## src/ioexp_pkg.sv

```systemverilog
// Package of constants and carriers for the expander access register block
package ioexp_pkg;

    localparam int          ADDR_W             = 12;
    localparam int          DATA_W             = 32;
    localparam int          PIN_W              = 16;
    localparam int          SEL_W              = 4;
    localparam int          NUM_EXP            = 5;

    // Register offsets (byte addresses)
    localparam logic [11:0] ACCESS_CTRL_OFFSET = 12'h350;
    localparam logic [11:0] INT_STATUS_OFFSET  = 12'h360;
    localparam logic [11:0] INT_MASK_OFFSET    = 12'h364;

    // Field positions in the access control register
    localparam int          PIN_LSB            = 0;
    localparam int          REFRESH_BIT        = 24;
    localparam int          TEST_MODE_BIT      = 25;
    localparam int          SEL_LSB            = 26;
    localparam int          DONE_BIT           = 31;

    // Reset values
    localparam logic [15:0] PIN_RESET          = 16'h0000;
    localparam logic [3:0]  SEL_RESET          = 4'h0;
    localparam logic [31:0] BUS_ZERO           = 32'h0000_0000;

    // Interrupt status bit positions
    localparam int          IRQ_DONE_BIT       = 0;
    localparam int          IRQ_ERR_BIT        = 1;
    localparam int          IRQ_W              = 2;

    // Register bus request carrier
    typedef struct packed {
        logic [ADDR_W-1:0] addr;
        logic [DATA_W-1:0] wdata;
        logic              wr;
        logic              rd;
    } bus_req_s;

    // Transaction request towards the SMBus master engine
    typedef struct packed {
        logic             valid;
        logic             refresh;   // 1: refresh all pins, 0: output update only
        logic [2:0]       expander;
        logic [PIN_W-1:0] outputs;
    } smb_req_s;

    // Completion from the SMBus master engine
    typedef struct packed {
        logic             done;
        logic             error;
        logic [2:0]       expander;
        logic [PIN_W-1:0] inputs;
    } smb_rsp_s;

endpackage : ioexp_pkg

```

## src/exp_sel_decode.sv

```systemverilog
// Selector decoder: maps a select code onto an expander index and a legal flag
`timescale 1ns/1ps
module exp_sel_decode
    import ioexp_pkg::*;
(
    input  wire logic [SEL_W-1:0] sel,
    output logic      [2:0]       index,
    output logic                  legal
);

    // Codes 0,1,2,4 are real expanders; everything else is reserved
    always_comb
    begin
        index = sel[2:0];
        legal = (sel == 4'h0) || (sel == 4'h1) || (sel == 4'h2) || (sel == 4'h4);
    end

endmodule : exp_sel_decode

```

## src/pin_image_mem.sv

```systemverilog
// Per-expander pin image store with registered read data
`timescale 1ns/1ps
module pin_image_mem
    import ioexp_pkg::*;
#(
    parameter int DEPTH = NUM_EXP,
    parameter int WIDTH = PIN_W
)
(
    input  wire logic             clock,
    input  wire logic             ce,
    input  wire logic             srst,
    input  wire logic             we,
    input  wire logic [2:0]       waddr,
    input  wire logic [WIDTH-1:0] wdata,
    input  wire logic [WIDTH-1:0] wmask,
    input  wire logic [2:0]       raddr,
    output logic      [WIDTH-1:0] rdata
);

    logic [WIDTH-1:0] mem_reg [DEPTH];

    // Masked write per entry; read out through a register
    genvar g;
    generate
        for (g = 0; g < DEPTH; g++)
        begin : g_entry
            always_ff @(posedge clock)
            begin
                if (srst)
                    mem_reg[g] <= '0;
                else if (ce && we && (waddr == 3'(g)))
                    mem_reg[g] <= (mem_reg[g] & ~wmask) | (wdata & wmask);
            end
        end
    endgenerate

    always_ff @(posedge clock)
    begin
        if (srst)
            rdata <= '0;
        else if (ce)
            rdata <= (int'(raddr) < DEPTH) ? mem_reg[raddr] : '0;
    end

endmodule : pin_image_mem

```

## src/expander_access_ctrl.sv

```systemverilog
// Expander access control register with SMBus refresh and test-mode override
`timescale 1ns/1ps
//
// Behaviour
// - Each of the sixteen pin value bits maps to one expander input or output.
// - Reads return last fetched inputs and currently supplied outputs of selected expander.
// - Pin value writes are discarded while override test mode is clear.
// - In test mode, selected expander outputs come from software-written pin values.
// - Pin bits that are expander inputs stay read-only, even in test mode.
// - Writing one to refresh starts an SMBus transaction updating all pin values.
// - The refresh request bit always reads as zero.
// - Setting override test mode makes the core-generated outputs disregarded.
// - Selector field picks expander; codes 0,1,2,4 valid, others reserved.
// - In test mode, a pin value write launches an output update transaction.
// - A write-one-to-clear done flag sets when the selected expander's transaction finishes.
module expander_access_ctrl
    import ioexp_pkg::*;
#(
    parameter logic [PIN_W-1:0] INPUT_MASK = 16'h00ff
)
(
    input  wire logic                       clock,
    input  wire logic                       srst,
    input  wire logic                       ce,
    input  wire ioexp_pkg::bus_req_s        bus_req,
    output logic      [ioexp_pkg::DATA_W-1:0] rdata,
    input  wire logic [ioexp_pkg::PIN_W-1:0] core_outputs [ioexp_pkg::NUM_EXP],
    output ioexp_pkg::smb_req_s             smb_req,
    input  wire logic                       smb_ready,
    input  wire ioexp_pkg::smb_rsp_s        smb_rsp,
    output logic                            test_mode,
    output logic                            irq
);

    typedef enum logic [1:0] {
        ST_IDLE = 2'b00,
        ST_REQ  = 2'b01,
        ST_WAIT = 2'b11
    } xfer_e;

    typedef struct packed {
        logic [DATA_W-1:0] rdata;
        xfer_e             xfer;
        logic              test_mode;
        logic [SEL_W-1:0]  sel;
        logic              done;
        logic [2:0]        busy_exp;
        logic              busy_refresh;
        logic              pend_refresh;
        logic              pend_update;
        logic [2:0]        pend_exp;
        logic [IRQ_W-1:0]  status;
        logic [IRQ_W-1:0]  mask;
        smb_req_s          req;
        logic              irq;
    } state_s;

    state_s           s_reg;
    state_s           s_next;
    logic [2:0]       sel_index;
    logic             sel_legal;
    logic             mem_we;
    logic [2:0]       mem_waddr;
    logic [PIN_W-1:0] mem_wdata;
    logic [PIN_W-1:0] mem_wmask;
    logic [PIN_W-1:0] image;
    logic [PIN_W-1:0] test_out [NUM_EXP];
    logic             wr_ctrl;
    logic             rd_hit;

    exp_sel_decode u_sel (
        .sel   (s_reg.sel),
        .index (sel_index),
        .legal (sel_legal)
    );

    // Image of each expander: inputs from SMBus, output bits from test-mode pin writes
    pin_image_mem #(
        .DEPTH (NUM_EXP),
        .WIDTH (PIN_W)
    ) u_mem (
        .clock (clock),
        .ce    (ce),
        .srst  (srst),
        .we    (mem_we),
        .waddr (mem_waddr),
        .wdata (mem_wdata),
        .wmask (mem_wmask),
        .raddr (sel_index),
        .rdata (image)
    );

    assign wr_ctrl = bus_req.wr && (bus_req.addr == ACCESS_CTRL_OFFSET);

    // Memory write port: a finished error-free transaction loads its inputs; a test-mode
    // write loads only the output bits, so input bits stay read-only
    always_comb
    begin
        mem_we    = 1'b0;
        mem_waddr = smb_rsp.expander;
        mem_wdata = smb_rsp.inputs;
        mem_wmask = INPUT_MASK;
        if (smb_rsp.done && !smb_rsp.error)
        begin
            mem_we = 1'b1;
        end
        else if (wr_ctrl && s_reg.test_mode && sel_legal)
        begin
            mem_we    = 1'b1;
            mem_waddr = sel_index;
            mem_wdata = bus_req.wdata[PIN_LSB +: PIN_W];
            mem_wmask = ~INPUT_MASK;
        end
    end

    // Test values held per expander for the output bits
    genvar g;
    generate
        for (g = 0; g < NUM_EXP; g++)
        begin : g_test
            logic [PIN_W-1:0] tv_reg;
            always_ff @(posedge clock)
            begin
                if (srst)
                    tv_reg <= PIN_RESET;
                else if (ce && wr_ctrl && s_reg.test_mode && sel_legal
                         && (sel_index == 3'(g)))
                    tv_reg <= bus_req.wdata[PIN_LSB +: PIN_W] & ~INPUT_MASK;
            end
            assign test_out[g] = tv_reg;
        end
    endgenerate

    assign rd_hit = bus_req.rd;

    // Register file, transaction sequencing and interrupt logic
    always_comb
    begin
        logic [PIN_W-1:0] outv;
        logic [PIN_W-1:0] live;
        logic             fin;
        logic             launch;
        logic [IRQ_W-1:0] st_set;
        s_next = s_reg;
        outv   = '0;
        live   = '0;
        fin    = 1'b0;
        launch = 1'b0;
        st_set = '0;

        // Outputs shown on read follow what is really driven to the expander
        outv = s_reg.test_mode ? test_out[sel_index] : core_outputs[sel_index];
        live = (image & INPUT_MASK) | (outv & ~INPUT_MASK);

        // Read data stand only in the cycle after the strobe
        s_next.rdata = BUS_ZERO;
        if (rd_hit)
        begin
            unique case (bus_req.addr)
                ACCESS_CTRL_OFFSET:
                begin
                    s_next.rdata[PIN_LSB +: PIN_W]  = sel_legal ? live : PIN_RESET;
                    s_next.rdata[REFRESH_BIT]       = 1'b0;
                    s_next.rdata[TEST_MODE_BIT]     = s_reg.test_mode;
                    s_next.rdata[SEL_LSB +: SEL_W]  = s_reg.sel;
                    s_next.rdata[DONE_BIT]          = s_reg.done;
                end
                INT_STATUS_OFFSET: s_next.rdata[IRQ_W-1:0] = s_reg.status;
                INT_MASK_OFFSET:   s_next.rdata[IRQ_W-1:0] = s_reg.mask;
                default:           s_next.rdata = BUS_ZERO;
            endcase
        end

        // Completion of any transaction; the done flag sets only for the selected expander
        fin = smb_rsp.done && (s_reg.xfer == ST_WAIT);
        if (fin)
        begin
            s_next.xfer = ST_IDLE;
            if (smb_rsp.expander == sel_index)
                s_next.done = 1'b1;
            st_set[IRQ_DONE_BIT]        = 1'b1;
            st_set[IRQ_ERR_BIT]         = smb_rsp.error;
            s_next.status               = s_next.status | st_set;
        end

        // Transaction sequencer towards the SMBus master engine; it runs before the
        // control writes so that a request written in the launch cycle stays pending
        unique case (s_reg.xfer)
            ST_IDLE:
            begin
                launch = s_reg.pend_refresh || s_reg.pend_update;
                if (launch)
                begin
                    s_next.req.valid    = 1'b1;
                    s_next.req.refresh  = s_reg.pend_refresh;
                    s_next.req.expander = s_reg.pend_exp;
                    s_next.req.outputs  = s_reg.test_mode ? test_out[s_reg.pend_exp]
                                                          : core_outputs[s_reg.pend_exp];
                    s_next.busy_exp     = s_reg.pend_exp;
                    s_next.busy_refresh = s_reg.pend_refresh;
                    s_next.pend_refresh = 1'b0;
                    s_next.pend_update  = 1'b0;
                    s_next.xfer         = ST_REQ;
                end
            end
            ST_REQ:
            begin
                if (smb_ready)
                begin
                    s_next.req.valid = 1'b0;
                    s_next.xfer      = ST_WAIT;
                end
            end
            ST_WAIT:
            begin
            end
        endcase

        // Control writes; the done flag clears on one, but a set in the same cycle wins
        if (wr_ctrl)
        begin
            s_next.test_mode = bus_req.wdata[TEST_MODE_BIT];
            s_next.sel       = bus_req.wdata[SEL_LSB +: SEL_W];
            if (bus_req.wdata[DONE_BIT] && !(fin && smb_rsp.expander == sel_index))
                s_next.done = 1'b0;
            if (bus_req.wdata[REFRESH_BIT] && sel_legal)
            begin
                s_next.pend_refresh = 1'b1;
                s_next.pend_exp     = sel_index;
            end
            else if (s_reg.test_mode && sel_legal)
            begin
                s_next.pend_update = 1'b1;
                s_next.pend_exp    = sel_index;
            end
        end
        // Status clears on one, but an event landing in the same cycle keeps its bit
        if (bus_req.wr && bus_req.addr == INT_STATUS_OFFSET)
            s_next.status = (s_reg.status & ~bus_req.wdata[IRQ_W-1:0]) | st_set;
        if (bus_req.wr && bus_req.addr == INT_MASK_OFFSET)
            s_next.mask = bus_req.wdata[IRQ_W-1:0];

        s_next.irq = |(s_next.status & s_next.mask);
    end

    // Single state register, frozen while the clock enable is low
    always_ff @(posedge clock)
    begin
        if (srst)
        begin
            s_reg      <= '0;
            s_reg.xfer <= ST_IDLE;
            s_reg.sel  <= SEL_RESET;
        end
        else if (ce)
            s_reg <= s_next;
    end

    assign rdata     = s_reg.rdata;
    assign smb_req   = s_reg.req;
    assign test_mode = s_reg.test_mode;
    assign irq       = s_reg.irq;

endmodule : expander_access_ctrl

```

## config.mk

```make
export PLATFORM = sky130hd
export DESIGN_NAME = expander_access_ctrl
export DESIGN_NICKNAME = d
export VERILOG_FILES = /design/src/ioexp_pkg.sv /design/src/exp_sel_decode.sv /design/src/pin_image_mem.sv /design/src/expander_access_ctrl.sv
export SDC_FILE = /design/constraint.sdc
export NUM_CORES = 1
export LEC_CHECK = 0
export BUFFER_PORTS_ARGS = -buffer_cell sky130_fd_sc_hd__buf_2
export CORE_ASPECT_RATIO = 1.25
export CORE_MARGIN = 1
export CORE_UTILIZATION = 40
export DETAILED_ROUTE_END_ITERATION = 8
export SLEW_MARGIN = 20
export SYNTH_ARGS = -nofsm -noshare
export SYNTH_HDL_FRONTEND = slang
export SYNTH_HIERARCHICAL = 1
export SYNTH_SLANG_ARGS = --single-unit
```

## constraint.sdc

```tcl
create_clock -name clock -period 4.38 [get_ports clock]
set_input_delay 0.219 -clock clock [delete_from_list [all_inputs] [get_ports clock]]
set_output_delay 0.219 -clock clock [all_outputs]
set_load 0.05 [all_outputs]
```

==> out/results.ini <==
[run_status]
status=finished clean

[power_and_ir_drop]
swShare_pct=25.6
p_seq_share_pct=47.0
p_sw_uw=789
ir_drop_mv=0.290
p_comb_share_pct=8.1
p_clk_share_pct=44.9
power.density_mw_per_mm2=309
internal_power_uw=2300
total_power_uw=3090
p_leak_uw=0.00392

[timing]
layout_min_cycle_time_ps=3280
whs_ps=38.8
relSlewSlack_pct=31.1
period_share_pct=74.8
worst_pin_slew_ps=1030
hold_viol=0
rsz0062_at_grt=false
setup_viol=0
drv_slew=0
tns_ps=0
max_freq_mhz=305
fin_skew_ps=6.78

[setup_path]
reg2reg_slack_ps=1100
cp_max_fo=12
cpLargestDelayFamily=simple AND/OR/NAND/NOR gates
cpMostUsedCell=nor2_2
cp-start-kind=flip-flop
cp_slowest_stage_delay_ps=660
required_ps=4660
cp_cell_sequence=maj3_2, nor2_2, and4bb_2, nand2_1, nor3b_2, buf_4, mux2_2, nor2_2, or4b_1, a21oi_1
path_class=reg -> reg
cpMaxStageDelayCell=or4b_1
arrival_ps=3550
cp_num_buf_inv=1
cp-end-kind=flip-flop

[route]
routed_wl_mm=24.6
dr.first_iter.drc_count=489
via_per_inst=5.53
routedWlPerCell_um=19.1
post-route-drc-count=0
route.vias.total=7091
postRouteAntennaNets=0
drtPass1Iterations=6

[clock_network]
cts_root_buffer=clkbuf_16
cts_sinks=149
numCtsBuffers=17
htreeDepth=4
cts_tree=done
cts_hold_buf=0
cts_max_path_buffers=2
clkTransAtPathRegs_ps=70
clk_latency_ps=430
postCtsSetupRepairBufs=0
cts_resized=0

[die]
initial_core_util_pct=41.0
die_x_um=135
num_rows=60
ioPinCount=206
core_sq_mm=0.0217
die-area_sq_mm=0.0228
die_height_um=169

[finish]
area_growth_pct=12.5
multiInputGateArea_sq_mm=0.00469
num_antenna_cells=0
layout.nets=1142
final_core_util_pct=46.1
seq_area_sq_mm=0.00339
drive_gt1_share_pct=30.1
fillers=2096

[run]
max_cap_violations=0

[yosys]
avgSynthCellArea_sq_um=9.84
yosysWarnings=6
syn_area_sq_mm=0.00889
netlist_instances=904

[grt]
antenna_found_initial=1
grt_usage_pct=21.6
grt-ovfl-total=0
grt_pass1_vias=6807
grt_max_degree=92
grt_pass1_wl_mm=37.6

[placed_design]
port_buffers=178
dp_hpwl_mm=17.7
place_congestion=0.851

[min_path]
worstHoldPathType=in -> reg

## per-stage QoR
stage          instance area, sq um  cells  setup slack, ps
2_1_floorplan                  8930    913             1350
3_3_place_gp                   9450   1251             1150
3_5_place_dp                   9450   1251             1150
4_1_cts                       10000   1283             1130
5_1_grt                       10000   1283              867
6_report                      10000   1283             1100
## routing by layer
metal	up-vias	wire length, um	track usage (%)
li1	3430	-	-
met1	3379	10300	26.8
met2	239	12200	37.1
met3	41	1360	3.65
met4	2	634	8.30
met5	-	13	0
## cell usage in the layout (no fill, tap or decap), types with 20 or more instances in the layout
cell type	count
buf_2	178
dfxtp_1	106
nand2b_1	98
mux2i_1	78
a21oi_1	74
nand2_1	55
edfxtp_1	40
nor2_1	37
mux2_2	30
o21ai_0	27
mux4_2	20
## worst min-delay path: stages
cell	delay (ps)
buf_2	100
nand2_1	50
a21oi_1	50
## power groups by stage
stage | Combinational (uW) | Clock (uW) | Sequential [uW]
after floorplan | 147 | 0 | 1480
after global placement | 247 | 0 | 1480
after detailed placement | 250 | 0 | 1480
after CTS | 251 | 1420 | 1450
after global routing | 270 | 1470 | 1450
final | 250 | 1390 | 1450
## final cells by class
| cell class | count | area share [%] |
|---|---|---|
| clock buffers | 18 | 4.39 |
| clock inverters | 14 | 1.15 |
| inverters | 9 | 0.338 |
| multi-input cells | 623 | 46.9 |
| flip-flops and latches | 149 | 33.9 |
| well taps | 279 | 3.49 |
| repair buffers | 191 | 9.88 |
## path summary, 6_finish.rpt
path / from / endpoint / depth (start not counted)
max: s_reg[38]$_SDFFE_PP0P_ / u_mem/mem_reg[4][4]$_SDFFCE_PN0P_ / 10
min: bus_req[31] / s_reg[39]$_SDFFE_PP0P_ / 3
max reg2reg: s_reg[38]$_SDFFE_PP0P_ / u_mem/mem_reg[4][4]$_SDFFCE_PN0P_ / 10
min reg2reg: smb_req[17]$_SDFFE_PP0P_ / smb_req[17]$_SDFFE_PP0P_ / 2
Note: power is estimated with default switching activity, not from simulation.
